**src/include/ing_pkg.sv**
```systemverilog
// Constants, field layouts and carrier types of the interrupt and NMI guard
package ing_pkg;
   // ========================================
   // Widths
   localparam int NSRC = 8;
   localparam int AW = 5;
   localparam int DW = 16;
   localparam int IDXW = 3;
   localparam int LVLW = 3;
   localparam int ICR_W = 5;
   localparam int VEC_W = 6;
   localparam int DEB_W = 8;
   localparam int NDEB = 2;

   // ========================================
   // Register addresses
   localparam logic [AW-1:0] ADDR_ICR0 = 5'h00;
   localparam logic [AW-1:0] ADDR_VEC = 5'h10;
   localparam logic [AW-1:0] ADDR_MODE = 5'h11;
   localparam logic [AW-1:0] ADDR_PROT = 5'h12;
   localparam logic [AW-1:0] ADDR_PORT8 = 5'h13;
   localparam logic [AW-1:0] ADDR_SRCSEL = 5'h14;
   localparam logic [AW-1:0] ADDR_NDEB = 5'h15;
   localparam logic [AW-1:0] ADDR_E5DEB = 5'h16;
   localparam logic [AW-1:0] ADDR_USP = 5'h18;
   localparam logic [AW-1:0] ADDR_ISP = 5'h19;

   // ========================================
   // Field positions
   localparam int MODE_NMIEN = 0;
   localparam int MODE_STOP = 1;
   localparam int MODE_WPCS = 2;
   localparam int MODE_MAINCLK = 3;
   localparam int PROT_UNLOCK = 0;
   localparam int PORT8_BIT5 = 5;
   localparam int ICR_PEND = 3;
   localparam int EXT5_IDX = 5;
   localparam int DEB_NMI = 0;
   localparam int DEB_EXT5 = 1;

   // ========================================
   // Reset and special values
   localparam logic [DEB_W-1:0] DEB_BYPASS = 8'hff;
   localparam logic [DEB_W-1:0] DEB_RST = 8'h00;
   localparam logic [DEB_W-1:0] DEB_ONE = 8'h01;
   localparam logic [DW-1:0] SP_RST = 16'h0000;
   localparam logic [LVLW-1:0] LVL_OFF = 3'h0;
   localparam logic PIN_IDLE = 1'b1;

   // ========================================
   // Carriers
   typedef struct packed {
      logic trigger_polarity_bit;
      logic pend;
      logic [LVLW-1:0] level;
   } ing_icr_s;

   typedef struct packed {
      logic [IDXW-1:0] num;
      logic [LVLW-1:0] level;
   } ing_vec_s;

   typedef struct packed {
      logic [AW-1:0] addr;
      logic [DW-1:0] wdata;
      logic wr;
      logic rd;
   } ing_bus_s;

   localparam ing_icr_s ICR_RST = 5'h00;
   localparam ing_vec_s VEC_RST = 6'h00;

   typedef enum logic [2:0] {
      PWR_RUN = 3'b001,
      PWR_WAIT = 3'b010,
      PWR_STOP = 3'b100
   } ing_pwr_e;
endpackage

```
**src/rtl/ing_guard.sv**
```systemverilog
// Interrupt acceptance, NMI guard, write protect and low-power control
`timescale 1ns/1ps
module ing_guard (
   // Clock and reset
   input wire logic clk,
   input wire logic rst_b,
   // Register port
   input wire ing_pkg::ing_bus_s regReq,
   output logic [ing_pkg::DW-1:0] regRdata,
   // Request sources
   input wire logic [ing_pkg::NSRC-1:0] srcA,
   input wire logic [ing_pkg::NSRC-1:0] srcB,
   input wire logic nmiPin_b,
   // CPU side
   input wire logic intAck,
   input wire logic nmiAck,
   input wire logic waitEnter,
   output logic intReq,
   output ing_pkg::ing_vec_s intVec,
   output logic nmiReq,
   output logic cpuHalt,
   // Clock and power control, then the two stack pointers
   output logic cpuClkEn,
   output logic periphClkEn,
   output logic subPeriphClkEn,
   output logic onChipClkSel,
   output logic [ing_pkg::DW-1:0] userSp,
   output logic [ing_pkg::DW-1:0] intSp
);
   // Address match, used by the single-register write decodes and the vector read strobe, not by the ICR block or the read data mux
   function automatic logic hit(input logic [ing_pkg::AW-1:0] a,
                                input logic [ing_pkg::AW-1:0] b);
      hit = a == b;
   endfunction

   ing_pkg::ing_icr_s [ing_pkg::NSRC-1:0] icr_r;
   ing_pkg::ing_icr_s wIcr;
   ing_pkg::ing_vec_s vec_r;
   ing_pkg::ing_vec_s vecNxt;
   ing_pkg::ing_pwr_e pwr_r;
   ing_pkg::ing_pwr_e pwr_nxt;
   logic [ing_pkg::NSRC-1:0] srcSel_r;
   logic [ing_pkg::NSRC-1:0] effPrev_r;
   logic [ing_pkg::NSRC-1:0] srcLvl;
   logic [ing_pkg::NSRC-1:0] eff;
   logic [ing_pkg::NSRC-1:0] hwSet;
   logic [ing_pkg::NSRC-1:0] icrWr;
   logic [ing_pkg::NSRC-1:0] pendClr;
   logic [ing_pkg::NSRC-1:0] pendVec;
   logic [ing_pkg::NDEB-1:0] debIn;
   logic [ing_pkg::NDEB-1:0] debOut;
   logic [ing_pkg::NDEB-1:0][ing_pkg::DEB_W-1:0] debVal;
   logic [ing_pkg::DEB_W-1:0] nDeb_r;
   logic [ing_pkg::DEB_W-1:0] e5Deb_r;
   logic [ing_pkg::DW-1:0] usp_r;
   logic [ing_pkg::DW-1:0] isp_r;
   logic [ing_pkg::DW-1:0] rdata_r;
   logic [ing_pkg::DW-1:0] rdNxt;
   logic nmiEn_r;
   logic unlock_r;
   logic wpcs_r;
   logic mainClk_r;
   logic nmiArmPrev_r;
   logic nmiPend_r;
   logic nmiStall_r;
   logic uspSet_r;
   logic ispSet_r;
   logic spRdy_r;
   logic intReq_r;
   logic anyNxt;
   logic icrBlk;
   logic modeWr;
   logic protWr;
   logic vecRd;
   logic clrHi;
   logic pinLow;
   logic nmiArm;
   logic stopBlk;
   logic stopReq;
   logic stopBit;
   logic wake;

   // ========================================
   // Register decode
   assign icrBlk = regReq.addr[ing_pkg::AW-1:ing_pkg::IDXW]
                   == ing_pkg::ADDR_ICR0[ing_pkg::AW-1:ing_pkg::IDXW];
   assign modeWr = regReq.wr && hit(regReq.addr, ing_pkg::ADDR_MODE);
   assign protWr = regReq.wr && hit(regReq.addr, ing_pkg::ADDR_PROT);
   assign vecRd = regReq.rd && hit(regReq.addr, ing_pkg::ADDR_VEC);
   assign wIcr = regReq.wdata[ing_pkg::ICR_W-1:0];
   // stray vector read acts the same
   assign clrHi = (intAck || vecRd) && intReq_r;

   // ========================================
   // Debounce of the NMI pin and request five
   assign debIn[ing_pkg::DEB_NMI] = nmiPin_b;
   assign debIn[ing_pkg::DEB_EXT5] = srcLvl[ing_pkg::EXT5_IDX];
   assign debVal[ing_pkg::DEB_NMI] = nDeb_r;
   assign debVal[ing_pkg::DEB_EXT5] = e5Deb_r;

   for (genvar d = 0; d < ing_pkg::NDEB; d++) begin : g_deb
      ing_debounce u_deb (
         .clk(clk),
         .rst_b(rst_b),
         .pinIn(debIn[d]),
         .filtVal(debVal[d]),
         .pinOut(debOut[d])
      );
   end

   // ========================================
   // Per-source request flags
   for (genvar i = 0; i < ing_pkg::NSRC; i++) begin : g_src
      // Source select, then debounce for request five
      assign srcLvl[i] = srcSel_r[i] ? srcB[i] : srcA[i];
      // polarity or select change may set
      assign eff[i] = ~((i == ing_pkg::EXT5_IDX) ? debOut[ing_pkg::DEB_EXT5] : srcLvl[i])
                      ^ icr_r[i].trigger_polarity_bit;
      assign hwSet[i] = eff[i] & ~effPrev_r[i];
      assign icrWr[i] = regReq.wr && icrBlk
                        && (regReq.addr[ing_pkg::IDXW-1:0] == ing_pkg::IDXW'(i));
      // writing zero or accepting this vector clears
      assign pendClr[i] = (clrHi && (vec_r.num == ing_pkg::IDXW'(i)))
                          || (icrWr[i] && !wIcr.pend);
      assign pendVec[i] = icr_r[i].pend;

      // Control fields and pending flag
      always_ff @(posedge clk or negedge rst_b) begin
         if (!rst_b) begin
            icr_r[i] <= ing_pkg::ICR_RST;
            effPrev_r[i] <= 1'b0;
         end else begin
            if (icrWr[i]) begin
               icr_r[i].trigger_polarity_bit <= wIcr.trigger_polarity_bit;
               icr_r[i].level <= wIcr.level;
            end
            icr_r[i].pend <= hwSet[i] | (icr_r[i].pend & ~pendClr[i]);
            effPrev_r[i] <= eff[i];
         end
      end

   end

   // ========================================
   // Highest enabled request, ties to the lower number
   always_comb begin
      anyNxt = 1'b0;
      vecNxt = ing_pkg::VEC_RST;
      for (int i = 0; i < ing_pkg::NSRC; i++) begin
         if (pendVec[i] && (icr_r[i].level != ing_pkg::LVL_OFF)
             && (!anyNxt || (icr_r[i].level > vecNxt.level))) begin
            anyNxt = 1'b1;
            vecNxt.num = ing_pkg::IDXW'(i);
            vecNxt.level = icr_r[i].level;
         end
      end
   end

   // Registered request toward the CPU
   always_ff @(posedge clk or negedge rst_b) begin
      if (!rst_b) begin
         intReq_r <= 1'b0;
         vec_r <= ing_pkg::VEC_RST;
      end else begin
         // held off until both pointers loaded
         intReq_r <= anyNxt && spRdy_r;
         vec_r <= vecNxt;
      end
   end

   assign intReq = intReq_r;
   assign intVec = vec_r;

   // ========================================
   // Stack pointers
   always_ff @(posedge clk or negedge rst_b) begin
      if (!rst_b) begin
         usp_r <= ing_pkg::SP_RST;
         isp_r <= ing_pkg::SP_RST;
         uspSet_r <= 1'b0;
         ispSet_r <= 1'b0;
         spRdy_r <= 1'b0;
      end else begin
         if (regReq.wr && hit(regReq.addr, ing_pkg::ADDR_USP)) begin
            usp_r <= regReq.wdata;
            uspSet_r <= 1'b1;
         end
         if (regReq.wr && hit(regReq.addr, ing_pkg::ADDR_ISP)) begin
            isp_r <= regReq.wdata;
            ispSet_r <= 1'b1;
         end
         spRdy_r <= uspSet_r && ispSet_r;
      end
   end

   assign userSp = usp_r;
   assign intSp = isp_r;

   // ========================================
   // NMI guard
   assign pinLow = ~debOut[ing_pkg::DEB_NMI];
   // enable while low counts as an edge
   assign nmiArm = nmiEn_r && pinLow;
   assign stopBlk = nmiArm;
   assign stopReq = modeWr && regReq.wdata[ing_pkg::MODE_STOP] && !stopBlk;
   assign stopBit = (pwr_r == ing_pkg::PWR_STOP) && !stopBlk;

   // Enable, unlock and pending NMI
   always_ff @(posedge clk or negedge rst_b) begin
      if (!rst_b) begin
         nmiEn_r <= 1'b0;
         unlock_r <= 1'b0;
         nmiArmPrev_r <= 1'b0;
         nmiPend_r <= 1'b0;
      end else begin
         // set only, cleared by reset alone
         nmiEn_r <= nmiEn_r | (modeWr && unlock_r && regReq.wdata[ing_pkg::MODE_NMIEN]);
         if (regReq.wr) begin
            unlock_r <= protWr && regReq.wdata[ing_pkg::PROT_UNLOCK];
         end
         nmiArmPrev_r <= nmiArm;
         nmiPend_r <= (nmiArm && !nmiArmPrev_r) || (nmiPend_r && !nmiAck);
      end
   end

   assign nmiReq = nmiPend_r;

   // ========================================
   // Other software-written settings
   always_ff @(posedge clk or negedge rst_b) begin
      if (!rst_b) begin
         wpcs_r <= 1'b0;
         mainClk_r <= 1'b0;
         srcSel_r <= '0;
         nDeb_r <= ing_pkg::DEB_RST;
         e5Deb_r <= ing_pkg::DEB_RST;
      end else begin
         if (modeWr) begin
            wpcs_r <= regReq.wdata[ing_pkg::MODE_WPCS];
            mainClk_r <= regReq.wdata[ing_pkg::MODE_MAINCLK];
         end
         if (regReq.wr && hit(regReq.addr, ing_pkg::ADDR_SRCSEL)) begin
            srcSel_r <= regReq.wdata[ing_pkg::NSRC-1:0];
         end
         if (regReq.wr && hit(regReq.addr, ing_pkg::ADDR_NDEB)) begin
            nDeb_r <= regReq.wdata[ing_pkg::DEB_W-1:0];
         end
         if (regReq.wr && hit(regReq.addr, ing_pkg::ADDR_E5DEB)) begin
            e5Deb_r <= regReq.wdata[ing_pkg::DEB_W-1:0];
         end
      end
   end

   // ========================================
   // Power state
   assign wake = intReq_r || nmiPend_r;

   always_comb begin
      pwr_nxt = pwr_r;
      unique case (pwr_r)
         ing_pkg::PWR_RUN: begin
            if (stopReq) begin
               pwr_nxt = ing_pkg::PWR_STOP;
            end else if (waitEnter) begin
               pwr_nxt = ing_pkg::PWR_WAIT;
            end
         end
         ing_pkg::PWR_WAIT: begin
            if (wake) begin
               pwr_nxt = ing_pkg::PWR_RUN;
            end
         end
         ing_pkg::PWR_STOP: begin
            if (wake) begin
               pwr_nxt = ing_pkg::PWR_RUN;
            end
         end
         default: pwr_nxt = ing_pkg::PWR_RUN;
      endcase
   end

   // State register and NMI stall in wait
   always_ff @(posedge clk or negedge rst_b) begin
      if (!rst_b) begin
         pwr_r <= ing_pkg::PWR_RUN;
         nmiStall_r <= 1'b0;
      end else begin
         pwr_r <= pwr_nxt;
         // stall in wait, set beats the clearing request
         if ((pwr_r == ing_pkg::PWR_WAIT) && nmiArm) begin
            nmiStall_r <= 1'b1;
         end else if (intReq_r) begin
            nmiStall_r <= 1'b0;
         end
      end
   end

   // CPU and peripheral clock gating
   assign cpuHalt = (pwr_r != ing_pkg::PWR_RUN) || nmiStall_r;
   assign cpuClkEn = pwr_r != ing_pkg::PWR_STOP;
   assign periphClkEn = (pwr_r == ing_pkg::PWR_RUN) || ((pwr_r == ing_pkg::PWR_WAIT) && !wpcs_r);
   assign subPeriphClkEn = pwr_r != ing_pkg::PWR_STOP;
   assign onChipClkSel = !mainClk_r;

   // ========================================
   // Read data, valid in the cycle after the strobe
   always_comb begin
      rdNxt = '0;
      case (regReq.addr)
         ing_pkg::ADDR_VEC: rdNxt[ing_pkg::VEC_W-1:0] = vec_r;
         ing_pkg::ADDR_MODE: begin
            rdNxt[ing_pkg::MODE_NMIEN] = nmiEn_r;
            rdNxt[ing_pkg::MODE_STOP] = stopBit;
            rdNxt[ing_pkg::MODE_WPCS] = wpcs_r;
            rdNxt[ing_pkg::MODE_MAINCLK] = mainClk_r;
         end
         ing_pkg::ADDR_PROT: rdNxt[ing_pkg::PROT_UNLOCK] = unlock_r;
         // raw pin level in bit five
         ing_pkg::ADDR_PORT8: rdNxt[ing_pkg::PORT8_BIT5] = nmiPin_b;
         ing_pkg::ADDR_SRCSEL: rdNxt[ing_pkg::NSRC-1:0] = srcSel_r;
         ing_pkg::ADDR_NDEB: rdNxt[ing_pkg::DEB_W-1:0] = nDeb_r;
         ing_pkg::ADDR_E5DEB: rdNxt[ing_pkg::DEB_W-1:0] = e5Deb_r;
         ing_pkg::ADDR_USP: rdNxt = usp_r;
         ing_pkg::ADDR_ISP: rdNxt = isp_r;
         default: begin
            if (icrBlk) begin
               rdNxt[ing_pkg::ICR_W-1:0] = icr_r[regReq.addr[ing_pkg::IDXW-1:0]];
            end
         end
      endcase
   end

   always_ff @(posedge clk or negedge rst_b) begin
      if (!rst_b) begin
         rdata_r <= '0;
      end else begin
         rdata_r <= regReq.rd ? rdNxt : '0;
      end
   end

   assign regRdata = rdata_r;
endmodule

```
**src/rtl/ing_debounce.sv**
```systemverilog
// Digital debounce filter for one request pin
`timescale 1ns/1ps
module ing_debounce (
   // Clock and reset
   input wire logic clk,
   input wire logic rst_b,
   // Pin and filter setting
   input wire logic pinIn,
   input wire logic [ing_pkg::DEB_W-1:0] filtVal,
   // Filtered level
   output logic pinOut
);
   logic filt_r;
   logic [ing_pkg::DEB_W-1:0] cnt_r;
   logic differs;
   logic settled;
   logic bypass;

   // ========================================
   // Filter decisions
   assign differs = pinIn != filt_r;
   assign settled = cnt_r >= filtVal;
   assign bypass = filtVal == ing_pkg::DEB_BYPASS;
   assign pinOut = bypass ? pinIn : filt_r;

   // Count stable samples before the level is taken
   always_ff @(posedge clk or negedge rst_b) begin
      if (!rst_b) begin
         filt_r <= ing_pkg::PIN_IDLE;
         cnt_r <= ing_pkg::DEB_RST;
      end else if (!differs) begin
         cnt_r <= ing_pkg::DEB_RST;
      end else if (settled) begin
         filt_r <= pinIn;
         cnt_r <= ing_pkg::DEB_RST;
      end else begin
         cnt_r <= cnt_r + ing_pkg::DEB_ONE;
      end
   end
endmodule

```
**config.mk**
```make
export PLATFORM = sky130hd
export DESIGN_NAME = ing_guard
export DESIGN_NICKNAME = d
export VERILOG_FILES = /design/src/include/ing_pkg.sv /design/src/rtl/ing_guard.sv /design/src/rtl/ing_debounce.sv
export SDC_FILE = /design/constraint.sdc
export NUM_CORES = 1
export LEC_CHECK = 0
export BUFFER_PORTS_ARGS = -buffer_cell sky130_fd_sc_hd__buf_2
export CAP_MARGIN = 20
export CORE_ASPECT_RATIO = 0.5
export CORE_MARGIN = 1
export CORE_UTILIZATION = 45
export CTS_BUF_LIST = sky130_fd_sc_hd__clkbuf_16
export CTS_CLUSTER_SIZE = 16
export DETAILED_ROUTE_END_ITERATION = 16
export PLACE_DENSITY = 0.6
export SLEW_MARGIN = 15
export SYNTH_ARGS = -nofsm -noshare
export SYNTH_HDL_FRONTEND = slang
export SYNTH_SLANG_ARGS = --single-unit
```
**constraint.sdc**
```tcl
create_clock -name clk -period 10.3 [get_ports clk]
set_input_delay 2.06 -clock clk [delete_from_list [all_inputs] [get_ports clk]]
set_output_delay 2.06 -clock clk [all_outputs]
set_load 0.03 [all_outputs]
```
Word level (Yosys, flattened, before mapping) --
Cells that the tools add are included.
Cells by class: multiplexer cells 46, equality and inequality tests 34, add/sub/neg operators 2, reductions and logical operators 113, bitwise operators 58, magnitude comparators 10
Operators by type and width (count):
- $logic_and A1 B1 Y1 | 62
- $eq A5 B5 Y1 const B | 9
- $mux W6 | 7
- $mux W8 | 4
- $eq A3 B3 Y1 const B | 9
- $not A1 Y1 | 25
- $pmux W3 S8 | 1
- $reduce_bool A3 Y1 | 8
- $gt A3 B3 Y1 | 7
- $logic_or A1 B1 Y1 | 20
- $mux W1 | 20
- $add A8 B1 Y8 const B | 2
- $and A1 B1 Y1 | 16
- $eq A8 B8 Y1 const B | 2
- $ge A8 B8 Y1 | 2
- $mux W16 | 1
- $pmux W8 S2 | 1
- $bmux W5 S3 | 1
- $eq A3 B2 Y1 const B | 5
- $pmux W1 S7 | 2
- $logic_not A1 Y1 | 13
- $mux W3 | 4
- $mux W5 | 2
- $pmux W2 S5 | 1
- 16 further kinds | 39
Storage, ports and cells: output and inout bits 61, bits of input ports 45, bits in registers 158, word-level logic and storage cells 319

Longest topological paths before layout --
depth in word-level cells 32, gate-level depth with buffers 54

Cells and area by module --
A second synthesis with hierarchy kept.
Unflattened totals: cells, all modules 758, area, all modules 8593.2 um^2
Modules (own cells, without submodules):
- ing_guard | area an instance 7297.0 um^2, times used 1, sequential area each 3504.6 um^2, cells an instance 630
- ing_debounce | area an instance 648.1 um^2, times used 2, sequential area each 226.5 um^2, cells an instance 64

Least setup slack after synthesis --
Ideal clock, no wire load.
path kind register to register, start reg icr_r[3] (netlist name), end reg vec_r (netlist bit intVec[2]), required time 10.180 ns, slack 1.206 ns, cell stages (with the launch flop) 50, setup time 0.120 ns, data arrival time 8.974 ns, cells stage by stage dfrtp_1 -> nand2_1 -> inv_1 -> ha_1 -> nand3_1 -> o21ai_0 -> o21ai_0 -> and3_1 -> nor2_1 -> ha_1 -> nand3_1 -> o21ai_0 -> o21a_1 -> or3_2 -> o31ai_1 -> ha_1 -> nand3_1 -> o21ai_0 -> [14 not listed] -> a32oi_1 -> o21ai_0 -> buf_2 -> mux2i_1 -> ha_1 -> nor2b_1 -> o21ai_0 -> a32oi_1 -> o21bai_2 -> mux2_2 -> a31oi_1 -> ha_1 -> a32oi_1 -> a21oi_1 -> or2_0 -> buf_6 -> mux2_4 -> a31o_1
RTL lines:
- start, declared | line ing_guard.sv:36 | ing_pkg::ing_icr_s [ing_pkg::NSRC-1:0] icr_r;
- start signal, assigned by index | line ing_guard.sv:130 | icr_r[i] <= ing_pkg::ICR_RST;
- end signal, assigned | line ing_guard.sv:163 | vec_r <= ing_pkg::VEC_RST;
- end signal, assigned | line ing_guard.sv:167 | vec_r <= vecNxt;
- end, declared | line ing_guard.sv:38 | ing_pkg::ing_vec_s vec_r;

==> summary.md <==
| Metric | Value |
|---|---|
| Area occupied by multi-input gates | `4319 µm²` |
| Number of placed I/O pins | `106` |
| Dominant cell type by area after synthesis | `dfrtp_1` |
| Outcome | `finished clean` |
| Worst setup path startpoint | `icr_r[2]` |
| Critical Path Max Stage Delay | `0.46 ns` |
| Post-route antenna net violation count | `0` |
| Syn Nets | `849` |
| Placed cells | `1103` |
| Drt drc | `0` |
| CTS root buffer | `clkbuf_16` |
| Nets@finish | `950` |
| Fillers | `1678` |
| Port bufs | `105` |
| Crit start category | `flip-flop` |
| Leakage power | `0.004687 µW` |
| Seq cells post-synth | `158` |
| Compound-cell area share of the yosys netlist | `11.89%` |
| Class of the worst hold path | `flip-flop to flip-flop` |
| Total power | `3083 µW` |
| Mapped cell area | `8521 µm²` |
| Critical Path End Type | `flip-flop` |
| Final setup vio count | `0` |
| Async set or reset register ratio after synthesis | `100.0%` |
| H-tree depth | `4` |
| Grt ovf | `0` |
| Slowest stage cell, crit path | `or3_2` |
| Unique cell type count in the Yosys netlist | `73` |
| Vias in the first global route | `6338` |
| DR iter-0 viols | `369` |
| Worst-path clk slew | `0.07 ns` |
| TritonCTS clock tree | `built` |
| Reg-to-reg slack, setup | `0.67 ns` |
| GP Congestion | `0.9066` |
| Max clock buf depth | `2` |
| WL final | `21670 µm` |
| Syn-to-layout area delta | `16.62%` |
| Largest net degree at the start of global routing | `90` |
| FF-to-FF path depth | `49` |
| Pre-CTS setup slack | `-0.1006 ns` |
| Die X | `196.6 µm` |
| Slew Limit Fails | `0` |
| Critical Path RT | `10.61 ns` |
| Worst-Margin Slew | `0.9621 ns` |
| Multiplexer area fraction after synthesis | `18.11%` |
| Initial antenna violation count | `0` |
| Die Ht | `99.30 µm` |
| First-pass GRT wire length | `34820 µm` |
| Post-DP HPWL | `15720 µm` |
| Ys flop type | `dfrtp_1` |
| Final hold violations | `0` |
| Max VDD drop | `0.1599 mV` |
| CTS hold repair buffers | `0` |
| Routed vias/inst | `5.566` |
| Layout Cells excl Fill | `1138` |
| Avg Inst Size Synth | `11.14 µm²` |
| Fmax | `103.8 MHz` |
| Clk sinks | `158` |
| Final period util | `93.52%` |
| Synth Area in Adders | `5.727%` |
| Clock Latency Late Sink | `0.42 ns` |
| TritonCTS Buffers | `17` |
| Synth area leaders | `dfrtp_1, mux2_2, ha_1` |
| Register Area | `3960 µm²` |
| Initial core utilization | `46.11%` |
| Syn. warnings | `0` |
| Final worst setup slack | `0.6675 ns` |
| CP Capture Point | `intVec[2]` |
| Xor/xnor share of the synthesized area | `2.467%` |
| MaxCap Viol Count | `0` |
| Fin util | `53.77%` |
| Relative slew margins | `35.86%` |
| Hold path cells | `1` |
| Drt wl/cell | `19.04 µm` |
| Sequential fraction of the synthesis area | `46.45%` |
| N_diodes | `0` |
| Post-synth EDFFs | `0` |
| Gate Count Post-Synth | `765` |
| Total iterations of the first detailed-routing run | `5` |
| Setup Skew | `0.009960 ns` |
| Synth top area share | `45.52%` |
| Gr usage total | `23.34%` |
| Share of cells above drive strength 1 | `30.83%` |
| Crit path time final | `9.632 ns` |
| Hold Crit Start | `nmiArmPrev_r` |
| Worst setup path class | `flip-flop to flip-flop` |
| Largest family of logic cells by synthesized area | `multiplexers` |
| CP Max Fanout | `8` |
| Rows | `35` |
| Die ar. | `19520 µm²` |
| Vias | `6334` |
| R2r endpoint | `intVec[2]` |
| Core area | `18480 µm²` |
| Fraction of the mapped netlist area in simple logic gates | `11.70%` |
| Worst R2R Start | `icr_r[2]` |
| Cell area power density | `310.2 nW/µm²` |
| Crit path DAT | `9.95 ns` |
-- worst min path at each step --
stage                     slack, ns     end
after global placement         0.41  nmiReq
after detailed placement       0.41  nmiReq
final                          0.42  nmiReq
after floorplan                0.40  nmiReq
after global routing           0.43  nmiReq
after CTS                      0.42  nmiReq
-- repair_timing --
action	4_1_cts	5_1_grt
endpoints found under the hold margin	0	0
setup buffers	0	3
pin swaps	0	2
gates resized for setup	2	18
setup endpoints to repair	4	6
-- synth_stat cells, types with 8 or more instances --
master	n
buf_2	8
a21oi_1	9
mux2_2	86
dfrtp_1	155
mux2i_1	33
clkbuf_1	17
a31oi_1	9
mux4_2	9
xor2_1	17
ha_1	39
inv_1	47
nand3_1	18
and3_1	10
nand2b_1	15
nor2b_1	10
o21ai_0	35
nand2_1	53
o21a_1	11
nor2_1	49
-- state kept, by name (all words and copies together) (netlist names), 2 cells and up --
signal and cells:
userSp 16, e5Deb_r 8, nDeb_r 8, g_deb.u_deb.cnt_r 16, intVec 6, intSp 16
pwr_r 3, icr_r 40, regRdata 16, g_deb.u_deb.filt_r 2, srcSel_r 8, effPrev_r 8
-- layout make-up --
class,instances,share of cell area [%]
timing repair buffer,112,5.880
multi-input combinational,530,43.47
tap,259,3.261
inverter,47,1.775
clock inverter,15,1.486
clock buffer,17,4.281
sequential,158,39.85
-- layer usage --
metal / track usage, % / vias to the layer above / routed length, µm
met5: 0 / - / 0
met4: 8.348 / 0 / 401
met3: 3.764 / 32 / 946
met2: 37.34 / 158 / 10040
met1: 32.41 / 3162 / 10290
li1: - / 2982 / -
-- critical path: cells and delay by family (launching register included) --
family / cells / cell delay, ns
mux: 2 / 0.54
compound gates: 23 / 3.75
flops: 1 / 0.45
simple gates: 15 / 2.60
fa+ha+maj: 7 / 2.07
buf+inv: 2 / 0.12
-- power breakdown --
group	internal, µW	switching [µW]	total, µW
clock	356	258	614
combinational	715	851	1570
sequential	760	144	903
-- kinds of logic (layout without fill, tap and decap cells) --
family / count (synthesis) / count (layout)
xor gates and xnor gates: 24 / 24
buffers and inverters: 77 / 191
and+or+nand+nor: 197 / 197
DFF: 158 / 158
adders and majority gates: 39 / 39
AOI/OAI and AO/OA: 140 / 140
muxes: 130 / 130
-- cell usage in the layout (no fill, tap or decap), drive strengths merged, types with 15 or more instances in the layout --
master / netlist / routed
dfrtp: 155 / 155
buf: 12 / 112
mux2: 87 / 87
inv: 47 / 54
nand2: 53 / 53
nor2: 49 / 49
ha: 39 / 39
o21ai: 39 / 39
mux2i: 33 / 33
nand3: 18 / 18
xor2: 17 / 17
clkbuf: 18 / 17
nand2b: 15 / 15
-- stage by stage --
| stage | TNS (ns) | cell area [µm²] | hold slack (ns) |
|---|---|---|---|
| after CTS | 0 | 9849 | 0.4180 |
| after global placement | 0 | 9271 | 0.4084 |
| after detailed placement | -0.1006 | 9271 | 0.4101 |
| after floorplan | 0 | 8521 | 0.3988 |
| after global routing | -0.06948 | 9937 | 0.4273 |
| final | 0 | 9937 | 0.4183 |
(Power assumes the default switching activity.)
